## config.mk

```make
export PLATFORM = sky130hd
export DESIGN_NAME = pcs_seq
export DESIGN_NICKNAME = d
export VERILOG_FILES = /design/src/design/pcs_pkg.sv /design/src/design/pcs_ret_stack.sv /design/src/design/pcs_seq.sv
export SDC_FILE = /design/constraint.sdc
export NUM_CORES = 1
export LEC_CHECK = 0
export BUFFER_PORTS_ARGS = -buffer_cell sky130_fd_sc_hd__buf_2
export CAP_MARGIN = 20
export CORE_ASPECT_RATIO = 1.25
export CORE_UTILIZATION = 45
export CTS_CLUSTER_SIZE = 16
export DETAILED_ROUTE_END_ITERATION = 10
export GPL_TIMING_DRIVEN = 0
export RECOVER_POWER = 100
export REMOVE_ABC_BUFFERS = 1
export SLEW_MARGIN = 15
export SYNTH_ARGS = -nofsm -noshare
export SYNTH_HDL_FRONTEND = slang
export SYNTH_SLANG_ARGS = --single-unit
```

## constraint.sdc

```tcl
create_clock -name core_clk -period 4.66 [get_ports core_clk]
set_clock_uncertainty 0.15 [all_clocks]
set_input_delay 0.466 -clock core_clk [delete_from_list [all_inputs] [get_ports core_clk]]
set_output_delay 0.466 -clock core_clk [all_outputs]
set_load 0.05 [all_outputs]
```

## src/design/pcs_pkg.sv

```systemverilog
// Purpose: shared constants and carriers for the sequencing block
// Assumes: 8-bit data path, 13-bit program counter, one core clock
// Notes:   special file addresses mirror in every bank (low 7 bits)
`default_nettype none
package pcs_pkg;
  // ----------------------------------------
  // widths and sizes
  // ----------------------------------------
  localparam int PC_W      = 13;             // program counter width
  localparam int TGT_W     = 11;             // call/jump target width
  localparam int HI_W      = 5;              // upper counter bits
  localparam int STK_DEPTH = 8;              // return stack levels
  localparam int STK_PTR_W = 3;              // stack index width
  localparam int DAT_W     = 8;              // data byte width
  localparam int FADR_W    = 9;              // file address width
  // ----------------------------------------
  // special file addresses (low 7 bits)
  // ----------------------------------------
  localparam logic [6:0] ADR_IND_PORT   = 7'h00; // indirect data port
  localparam logic [6:0] ADR_LOW_BYTE   = 7'h02; // counter low byte
  localparam logic [6:0] ADR_PTR        = 7'h04; // indirect pointer
  localparam logic [6:0] ADR_HIGH_LATCH = 7'h0a; // high latch
  // ----------------------------------------
  // field positions and reset values
  // ----------------------------------------
  localparam int PAGE_LSB = 3;               // page bits in latch <4:3>
  localparam int PAGE_MSB = 4;
  localparam logic [PC_W-1:0]      PC_RESET    = 13'h0000;
  localparam logic [PC_W-1:0]      IRQ_VECTOR  = 13'h0004;
  localparam logic [DAT_W-1:0]     LATCH_RESET = 8'h00;
  localparam logic [DAT_W-1:0]     PTR_RESET   = 8'h00;
  localparam logic [STK_PTR_W-1:0] SP_RESET    = 3'h0;
  localparam logic [DAT_W-1:0]     SELF_READ   = 8'h00;
  // ----------------------------------------
  // sequencing commands from the decoder
  // ----------------------------------------
  typedef enum logic [2:0] {
    PCS_OP_HOLD   = 3'h0,  // keep counter
    PCS_OP_STEP   = 3'h1,  // advance by one
    PCS_OP_JUMP   = 3'h2,  // paged jump
    PCS_OP_CALL   = 3'h3,  // paged call, push
    PCS_OP_RET    = 3'h4,  // plain return
    PCS_OP_RETLIT = 3'h5,  // return_with_literal
    PCS_OP_RETINT = 3'h6,  // return_from_interrupt
    PCS_OP_IRQ    = 3'h7   // interrupt vector, push
  } pcs_op_t;
  // command carrier
  typedef struct packed {
    pcs_op_t              op;      // what to do
    logic [TGT_W-1:0]     target;  // 11-bit branch target
  } pcs_cmd_t;
  // file access request from decoder
  typedef struct packed {
    logic                 valid;   // access this cycle
    logic                 we;      // write when high
    logic [FADR_W-1:0]    addr;    // direct 9-bit address
    logic [DAT_W-1:0]     wdata;   // write data
  } pcs_freq_t;
  // request toward data memory
  typedef struct packed {
    logic                 valid;
    logic                 we;
    logic [FADR_W-1:0]    addr;
    logic [DAT_W-1:0]     wdata;
  } pcs_mreq_t;
  // read answer from this block
  typedef struct packed {
    logic                 valid;
    logic [DAT_W-1:0]     data;
  } pcs_rans_t;
  // file address classes
  typedef enum logic [2:0] {
    PCS_CLS_MEM  = 3'h0,
    PCS_CLS_SELF = 3'h1,
    PCS_CLS_LOW  = 3'h2,
    PCS_CLS_PTR  = 3'h3,
    PCS_CLS_HIGH = 3'h4
  } pcs_cls_t;
endpackage : pcs_pkg
`default_nettype wire

```

## src/design/pcs_ret_stack.sv

```systemverilog
// Purpose: circular return stack of program counter values
// Assumes: push and pop never asserted in the same cycle
// Notes:   no overflow or underflow detection, index wraps
`default_nettype none
module pcs_ret_stack
  import pcs_pkg::*;
(
  input  wire logic             core_clk,
  input  wire logic             reset,
  input  wire logic             push,
  input  wire logic             pop,
  input  wire logic [PC_W-1:0]  push_data,
  output logic      [PC_W-1:0]  pop_data
);
  // ----------------------------------------
  // storage
  // ----------------------------------------
  logic [PC_W-1:0]      entry_reg [STK_DEPTH]; // stack entries
  logic [STK_PTR_W-1:0] sp_reg;               // next free slot
  logic [STK_PTR_W-1:0] top_idx;              // last pushed slot

  // top of stack is one below the free slot, wrapping
  assign top_idx  = sp_reg - STK_PTR_W'(1);
  assign pop_data = entry_reg[top_idx];

  // write slot on push; ninth push lands on first slot again
  always_ff @(posedge core_clk) begin
    if (push) begin
      entry_reg[sp_reg] <= push_data;
    end
  end

  // index moves; hidden from software entirely
  always_ff @(posedge core_clk) begin
    if (reset) begin
      sp_reg <= SP_RESET;
    end else if (push) begin
      sp_reg <= sp_reg + STK_PTR_W'(1);
    end else if (pop) begin
      sp_reg <= top_idx;
    end
  end
endmodule // pcs_ret_stack
`default_nettype wire

```

## src/design/pcs_seq.sv

```systemverilog
// Purpose: program counter sequencing, return stack, paging and
//          indirect data addressing for the core
// Assumes: decoder sends one command and at most one file access
//          per cycle; status bank bit comes from the status reg
// Notes:   all answers appear one cycle after the request
`default_nettype none
module pcs_seq
  import pcs_pkg::*;
(
  input  wire logic             core_clk,
  input  wire logic             reset,
  input  wire pcs_cmd_t         cmd,
  input  wire pcs_freq_t        freq,
  input  wire logic             indirect_bank_bit,
  output pcs_mreq_t             mreq,
  output pcs_rans_t             rans,
  output logic      [PC_W-1:0]  fetch_addr
);
  // ----------------------------------------
  // helper functions
  // ----------------------------------------
  // classify a 9-bit file address (specials mirror in all banks)
  function automatic pcs_cls_t classify(input logic [FADR_W-1:0] a);
    pcs_cls_t c;
    c = PCS_CLS_MEM;
    if (a[6:0] == ADR_IND_PORT) begin
      c = PCS_CLS_SELF;
    end else if (a[6:0] == ADR_LOW_BYTE) begin
      c = PCS_CLS_LOW;
    end else if (a[6:0] == ADR_PTR) begin
      c = PCS_CLS_PTR;
    end else if (a[6:0] == ADR_HIGH_LATCH) begin
      c = PCS_CLS_HIGH;
    end
    return c;
  endfunction

  // paged branch target from latch and 11-bit field
  function automatic logic [PC_W-1:0] paged(
    input logic [DAT_W-1:0] latch,
    input logic [TGT_W-1:0] tgt
  );
    return {latch[PAGE_MSB:PAGE_LSB], tgt};
  endfunction

  // ----------------------------------------
  // state
  // ----------------------------------------
  logic [PC_W-1:0]   program_counter;     // 8K-word fetch address
  logic [DAT_W-1:0]  counter_high_latch;  // staging for upper bits
  logic [DAT_W-1:0]  indirect_pointer;    // pointer register
  pcs_mreq_t         mreq_reg;            // memory request out
  pcs_rans_t         rans_reg;            // read answer out

  // ----------------------------------------
  // file access resolution
  // ----------------------------------------
  logic              is_ind;              // access via port
  logic [FADR_W-1:0] eff_addr;            // resolved address
  pcs_cls_t          eff_cls;             // class of target
  logic              wr_low;              // writes low byte
  logic              wr_high;             // writes latch
  logic              wr_ptr;              // writes pointer

  // the port holds nothing: use bank bit and pointer instead
  always_comb begin
    is_ind   = freq.valid && (classify(freq.addr) == PCS_CLS_SELF);
    eff_addr = freq.addr;
    if (is_ind) begin
      eff_addr = {indirect_bank_bit, indirect_pointer};
    end
    eff_cls  = classify(eff_addr);
    // a self-pointing port write falls through to no target
    wr_low   = freq.valid && freq.we && (eff_cls == PCS_CLS_LOW);
    wr_high  = freq.valid && freq.we && (eff_cls == PCS_CLS_HIGH);
    wr_ptr   = freq.valid && freq.we && (eff_cls == PCS_CLS_PTR);
  end

  // ----------------------------------------
  // stack control
  // ----------------------------------------
  logic              stk_push;            // save counter
  logic              stk_pop;             // restore counter
  logic [PC_W-1:0]   stk_top;             // restored value

  // calls and interrupts save; three return kinds restore
  always_comb begin
    // a low byte write refuses the command, stack moves included
    stk_push = !wr_low && ((cmd.op == PCS_OP_CALL) || (cmd.op == PCS_OP_IRQ));
    stk_pop  = !wr_low && ((cmd.op == PCS_OP_RET) || (cmd.op == PCS_OP_RETLIT)
            || (cmd.op == PCS_OP_RETINT));
  end

  // stack lives apart from program and data space
  pcs_ret_stack u_stack (
    .core_clk  (core_clk),
    .reset     (reset),
    .push      (stk_push),
    .pop       (stk_pop),
    .push_data (program_counter),
    .pop_data  (stk_top)
  );

  // ----------------------------------------
  // program counter
  // ----------------------------------------
  // a low byte write wins over the command in the same cycle
  always_ff @(posedge core_clk) begin
    if (reset) begin
      program_counter <= PC_RESET;
    end else if (wr_low) begin
      // upper bits only ever come from the latch
      program_counter <= {counter_high_latch[HI_W-1:0],
                          freq.wdata};
    end else begin
      case (cmd.op)
        PCS_OP_STEP: begin
          program_counter <= program_counter + PC_W'(1);
        end
        PCS_OP_JUMP, PCS_OP_CALL: begin
          program_counter <= paged(counter_high_latch, cmd.target);
        end
        PCS_OP_RET, PCS_OP_RETLIT, PCS_OP_RETINT: begin
          program_counter <= stk_top;
        end
        PCS_OP_IRQ: begin
          program_counter <= IRQ_VECTOR;
        end
        default: begin
          program_counter <= program_counter;
        end
      endcase
    end
  end

  // ----------------------------------------
  // high latch and pointer
  // ----------------------------------------
  // latch changes only by file write, never by push or pop
  always_ff @(posedge core_clk) begin
    if (reset) begin
      counter_high_latch <= LATCH_RESET;
    end else if (wr_high) begin
      counter_high_latch <= freq.wdata;
    end
  end

  // pointer register for indirect access
  always_ff @(posedge core_clk) begin
    if (reset) begin
      indirect_pointer <= PTR_RESET;
    end else if (wr_ptr) begin
      indirect_pointer <= freq.wdata;
    end
  end

  // ----------------------------------------
  // memory request
  // ----------------------------------------
  // ordinary targets go to data memory at the resolved address
  always_ff @(posedge core_clk) begin
    if (reset) begin
      mreq_reg <= '0;
    end else begin
      mreq_reg.valid <= freq.valid && (eff_cls == PCS_CLS_MEM);
      mreq_reg.we    <= freq.we;
      mreq_reg.addr  <= eff_addr;
      mreq_reg.wdata <= freq.wdata;
    end
  end

  // ----------------------------------------
  // read answers for registers held here
  // ----------------------------------------
  // stack index has no read path at all
  always_ff @(posedge core_clk) begin
    if (reset) begin
      rans_reg <= '0;
    end else begin
      rans_reg.valid <= 1'b0;
      rans_reg.data  <= SELF_READ;
      if (freq.valid && !freq.we) begin
        case (eff_cls)
          PCS_CLS_SELF: begin
            rans_reg.valid <= 1'b1;
            rans_reg.data  <= SELF_READ;
          end
          PCS_CLS_LOW: begin
            rans_reg.valid <= 1'b1;
            rans_reg.data  <= program_counter[DAT_W-1:0];
          end
          PCS_CLS_PTR: begin
            rans_reg.valid <= 1'b1;
            rans_reg.data  <= indirect_pointer;
          end
          PCS_CLS_HIGH: begin
            rans_reg.valid <= 1'b1;
            rans_reg.data  <= counter_high_latch;
          end
          default: begin
            // memory answers this one itself
            rans_reg.valid <= 1'b0;
          end
        endcase
      end
    end
  end

  // ----------------------------------------
  // outputs
  // ----------------------------------------
  // a self-pointing indirect write reaches neither memory nor regs
  assign mreq       = mreq_reg;
  assign rans       = rans_reg;
  assign fetch_addr = program_counter;
endmodule // pcs_seq
`default_nettype wire

```

==> results of run 1 <==
==> power by group through the flow <==
stage	logic [W]	registers, W	clock network (W)
3_3_place_gp	0.000522	0.00172	0
4_1_cts	0.000575	0.00169	0.00142
5_1_grt	0.000593	0.00170	0.00148
2_1_floorplan	0.000293	0.00178	0
3_5_place_dp	0.000572	0.00172	0
6_report	0.000548	0.00169	0.00141
==> cells in the mapped netlist, drive strengths merged, types with 3 or more instances <==
cell	n	area (um^2)
mux4	22	526
a21oi	22	110
buf	14	87.6
edfxtp	104	3120
xor2	5	51.3
nor3	14	70.1
inv	8	30.0
nor3b	11	87.6
nand3	15	75.1
a22o	8	70.1
mux2i	20	200
a21o	7	52.6
nand4	4	25.0
ha	3	37.5
clkbuf	16	60.1
and2	4	25.0
dfxtp	60	1200
xnor2	5	43.8
nor2b	16	100
a22oi	13	97.6
nor4	5	52.6
a41oi	4	42.6
and3	3	18.8
a31oi	10	68.8
a2111oi	4	41.3
nand2	43	161
o21ai	9	48.8
or3	4	30.0
nor2	56	210
nor4b	3	56.3
==> metrics by stage <==
stage	utilization, %	total power (W)	cell area [um^2]	setup WS [ns]
2_1_floorplan	-	0.00207	6910	0.816
3_3_place_gp	49.9	0.00224	7550	-0.746
3_5_place_dp	51.4	0.00229	7780	0.620
4_1_cts	55.3	0.00369	8380	0.742
5_1_grt	53.9	0.00377	8160	0.288
6_report	53.9	0.00365	8160	0.501
==> layer usage <==
metal,up-vias,GRT usage (%),part of all wire [%]
met5,-,0,0
met2,173,39.4,51
li1,2228,-,-
met1,2374,29.2,42
met3,23,4.64,5.6
met4,0,7.04,1.6
==> worst paths after layout <==
check / start / slack, ns / cells after the start / end
max: freq[12] / 0.50 / 7 / u_stack.entry_reg[4][6]
min: freq[16] / 0.15 / 3 / mreq[16]
max reg2reg: indirect_pointer[3] / 0.60 / 6 / u_stack.entry_reg[4][6]
min reg2reg: counter_high_latch[6] / 0.36 / 2 / counter_high_latch[6]
==> tightest hold or removal path, delay by kind of cell <==
family        cells  cell delay [ns]
buf+inv           1             0.07
mux               1             0.06
simple gates      1             0.07
==> area by class of cell <==
class | count | area, um^2 | area share (%)
multi-input cells | 339 | 2510 | 30.8
inverters | 8 | 30.0 | 0.368
clock inverters | 13 | 148 | 1.81
flip-flops and latches | 164 | 4320 | 53.0
clock buffers | 19 | 453 | 5.55
well taps | 208 | 260 | 3.19
repair buffers | 88 | 432 | 5.29
==> cell families after synthesis <==
group	Yosys count	synth area share [%]
flops	164	61.3
xor+xnor	10	1.35
buf+inv	38	2.52
simple gates	189	14.1
fa+ha+maj	3	0.532
mux	42	10.3
compound gates	95	9.95
==> metrics.md, run 1 <==
| Metric | Value |
|---|---|
| Drc violations | 0 |
| Post-DP HPWL | 12000 um |
| Worst skew pair latency | 0.41 ns |
| Root buf cell | clkbuf_16 |
| Filler cells | 1368 |
| Clk sinks | 164 |
| Reg clk slew, reported paths | 0.06 ns |
| CP Class | primary input to register |
| # resized after CTS | 0 |
| H-tree Lvls | 4 |
| Min cycle time layout | 4.16 ns |
| Die W | 114 um |
| Final ANT Viol Nets | 0 |
| Asr flop ratio synth | 0% |
| Vias/cell | 5.72 |
| Vias in the first global route | 4889 |
| Final #Nets | 657 |
| Final setup TNS | 0 ns |
| PortBufs | 76 |
| Vias | 4798 |
| Slew headroom | -65.3% |
| Critical Path Start Type | primary input |
| Area Growth Syn to Fin | 15.6% |
| Crit path cell chain | clkbuf_1 > nor4b_4 > a31oi_1 > or3b_1 > nand3_1 > nor3_1 > clkbuf_2 |
| Max-capacitance violation count | 4 |
| Seq cells post-synth | 164 |
| Share of cells above drive strength 1 | 14.9% |
| WL final | 17500 um |
| Placed insts | 807 |
| CP Buf/Inv Count | 2 |
| Worst min path class | primary input to register |
| Violated checks | capacitance limit, slew limit |
| Clock network power share | 38.6% |
| Leakage | 2.83 nW |
| Internal | 0.00267 W |
| Global-route wire length before repair | 27600 um |
| RSZ-0062 raised after global routing | false |
| Yosys warns | 0 |
| Switch Pwr | 0.000980 W |
| Syn avg cell area | 13.0 um^2 |
| Seq pwr share | 46.4% |
| Synth Flop Type | edfxtp_1 |
| Routed WL per cell | 20.9 um |
| Maximum number of pins on one net before global-route repair | 52 |
| Starting Density | 46.6% |
| Element type at the critical path end | register |
| Switching Fraction | 26.9% |
| Worst Hold Slack | 0.147 ns |
| Max Fclk | 0.240 GHz |
| Final RePlAce weighted congestion | 0.871 |
| # rows | 50 |
| All-Layer GR Usage | 23.0% |
| VDD IR-drop max | 208 uV |
| CTS buffer count | 17 |
| Non-filler cells, final | 839 |
| CTS tree | yes |
| Number of enable flip-flop cells after synthesis | 104 |
| Worst-Margin Slew | 2.46 ns |
| Slowest CP cell | nor3_1 |
| # diodes | 0 |
| CTS Hold Bufs | 0 |
| Commonest non-fill, non-tap cells in the layout | edfxtp_1, dfxtp_1, nor2_1 |
| Max FFs per register | 104 |
| GRT overflow | 0 |
| Core Box Area | 15100 um^2 |
| Synthesized area | 7060 um^2 |
| Fin. max-slew vios | 87 |
| Sequential area share after synthesis | 61.3% |
| Arr. time, crit path | 4.10 ns |
| Initial DRC count | 309 |
| Clock Path Buffers | 2 |
| IO Count | 77 |
| Hold Violations, Final | 0 |
| CP Max Fanout | 17 |
| Power density over cell area | 447 nW/um^2 |
| DRT Pass-1 Iters | 5 |
| Commonest non-fill, non-tap cell in the layout | edfxtp_1 |
| Chip Height | 142 um |
| Share of total power in combinational logic | 15.0% |
| Critical Path RT | 4.60 ns |
| Mapped Cells | 541 |
| Worst path top cell family by delay | simple AND/OR/NAND/NOR gates |
| Total die area | 16200 um^2 |
| Worst path max stage delay | 1.21 ns |
| Status | finished with violations |
| Final setup viols | 0 |
| Initial antenna violation count | 0 |
| Setup bufs post-CTS | 0 |
| Post-synth cell types | 67 |
| Tcrit/Tclk final | 89.3% |
(Power assumes the default switching activity.)
==> run 2: changes to the inputs <==
- ABC_AREA: default -> 1
- CORE_UTILIZATION: 45 -> 55
- PLACE_DENSITY: default -> 0.76
==> metrics.md, run 2 <==
| Metric | Value |
|---|---|
| Status | finished, final reports clean |
| Most used cell, CP | nor2_1 |
| Synth top area share | 44.5% |
| Slew headroom | 1.89% |
| Filler cells | 1009 |
| Reg clk slew, reported paths | 0.06 ns |
| Commonest non-fill, non-tap cell in the layout | nor2_1 |
| # diodes | 0 |
| Clock Path Buffers | 2 |
| Initial DRC count | 478 |
| CP Buf/Inv Count | 2 |
| Critical Path Start Type | primary input |
| Post-synth top cells | nor2_1, edfxtp_1, nand2_1, o21ai_0, dfxtp_1 |
| Post-synth cell types | 33 |
| Worst skew pair latency | 0.42 ns |
| Die W | 103 um |
| Root buf cell | clkbuf_16 |
| Top cells by area, synth | edfxtp_1, dfxtp_1, nor2_1 |
| CP Max Fanout | 22 |
| Setup bufs post-CTS | 0 |
| Placed insts | 955 |
| Element type at the critical path end | register |
| Worst path max stage delay | 1.16 ns |
| Leakage | 2.94 nW |
| Min cycle time layout | 4.16 ns |
| Commonest non-fill, non-tap cells in the layout | nor2_1, edfxtp_1, nand2_1, o21ai_0, dfxtp_1 |
| Core Box Area | 12300 um^2 |
| All-Layer GR Usage | 28.6% |
| Synth Flop Type | edfxtp_1 |
| Post-DP HPWL | 11600 um |
| Area Growth Syn to Fin | 13.2% |
| Tcrit/Tclk final | 89.3% |
| IO Count | 77 |
| Final ANT Viol Nets | 0 |
| H-tree Lvls | 4 |
| Seq cells post-synth | 164 |
| Final setup viols | 0 |
| Fin. max-slew vios | 0 |
| Slowest CP cell | nor2_1 |
| Global-route wire length before repair | 27800 um |
| Maximum number of pins on one net before global-route repair | 56 |
| Worst path top cell family by delay | simple AND/OR/NAND/NOR gates |
| Vias | 5603 |
| Share of cells above drive strength 1 | 9.61% |
| Max FFs per register | 104 |
| # rows | 45 |
| Critical Path RT | 4.53 ns |
| Vias in the first global route | 5460 |
| Synth area leader | edfxtp_1 |
| CTS Hold Bufs | 0 |
| Mapped Cells | 743 |
| Drc violations | 0 |
| Asr flop ratio synth | 0% |
| WL final | 17700 um |
| # resized after CTS | 0 |
| Worst-Margin Slew | 1.47 ns |
| Setup ws final | 0.501 ns |
| Routed WL per cell | 17.9 um |
| Sequential area share after synthesis | 61.6% |
| CP Class | primary input to register |
| Hold Violations, Final | 0 |
| Crit path cell chain | buf_2 > nor2_1 > nand2_2 > nor2_1 > a21oi_1 > nand2_2 > nor2_1 > nand3_1 > nand2_1 > inv_1 > nand2_1 > nor2_1 |
| Total die area | 13200 um^2 |
| Worst Hold Slack | 0.118 ns |
| Final Cell Area | 7950 um^2 |
| Starting Density | 57.2% |
| Max Fclk | 0.240 GHz |
| GRT overflow | 0 |
| Top-count cell post-synth | nor2_1 |
| Max-capacitance violation count | 0 |
| VDD IR-drop max | 276 uV |
| Chip Height | 128 um |
| PortBufs | 76 |
| Power density over cell area | 440 nW/um^2 |
| Area after DPL | 7520 um^2 |
| RSZ-0062 raised after global routing | false |
| Final RePlAce weighted congestion | 0.889 |
| Final #Nets | 849 |
| Dpl ws | 0.666 ns |
| Vias/cell | 5.68 |
| DRT Pass-1 Iters | 5 |
| CTS buffer count | 17 |
| Number of enable flip-flop cells after synthesis | 104 |
| Arr. time, crit path | 4.03 ns |
| Clk sinks | 164 |
| Yosys warns | 0 |
| Synthesized area | 7020 um^2 |
| Util after Layout | 64.8% |
| Initial antenna violation count | 0 |
| Non-filler cells, final | 986 |
| Worst min path class | primary input to register |
| CTS tree | yes |
| Syn avg cell area | 9.45 um^2 |
## run 2: final cells by class
cell class | count | area (um^2) | share of cell area [%]
clock inverter | 7 | 42.5 | 0.535
inverter | 53 | 199 | 2.50
timing repair buffer | 78 | 354 | 4.45
tap | 164 | 205 | 2.58
clock buffer | 24 | 523 | 6.58
sequential | 164 | 4320 | 54.4
multi-input combinational | 496 | 2300 | 29.0
## run 2: layer usage
metal	global-route usage [%]	vias up	wire length, um
met1	33.4	2657	6820
met3	6.08	48	958
li1	-	2657	-
met5	0	-	0
met2	50.6	241	9410
met4	11.8	0	468
## run 2: worst paths after layout
| check | start | endpoint | slack (ns) | depth (start not counted) |
|---|---|---|---|---|
| min | indirect_bank_bit | mreq[16] | 0.12 | 3 |
| max | freq[9] | u_stack.entry_reg[6][7] | 0.50 | 12 |
| min reg2reg | counter_high_latch[7] | counter_high_latch[7] | 0.31 | 2 |
| max reg2reg | u_stack.sp_reg[0] | fetch_addr[9] | 0.59 | 11 |
## run 2: logic make-up (layout without fill, tap and decap cells)
family | Yosys count | in the layout | synth area share (%)
simple gates | 343 | 343 | 20.8
compound gates | 143 | 143 | 11.5
buf+inv | 83 | 162 | 4.81
xor+xnor | 7 | 7 | 0.873
flops | 164 | 164 | 61.6
fa+ha+maj | 3 | 3 | 0.534
## run 2: where the power goes
part	switching (W)	internal [W]	total (W)
clock	0.000536	0.000780	0.00132
sequential	0.0000707	0.00161	0.00169
combinational	0.000356	0.000140	0.000496
total	0.000963	0.00254	0.00350
## run 2: stage by stage
stage          total power, W  setup TNS (ns)
3_5_place_dp          0.00222               0
4_1_cts               0.00351               0
3_3_place_gp          0.00219          -46.88
6_report              0.00350               0
2_1_floorplan         0.00204               0
5_1_grt               0.00362               0
## run 2: worst register-to-register path, delay by kind of cell, from the launching register on
kind | cells | cell delay (ns)
fa+ha+maj | 1 | 0.38
compound gates | 1 | 0.47
xor+xnor | 1 | 0.46
buf+inv | 3 | 1.31
flops | 1 | 0.72
simple gates | 5 | 0.48
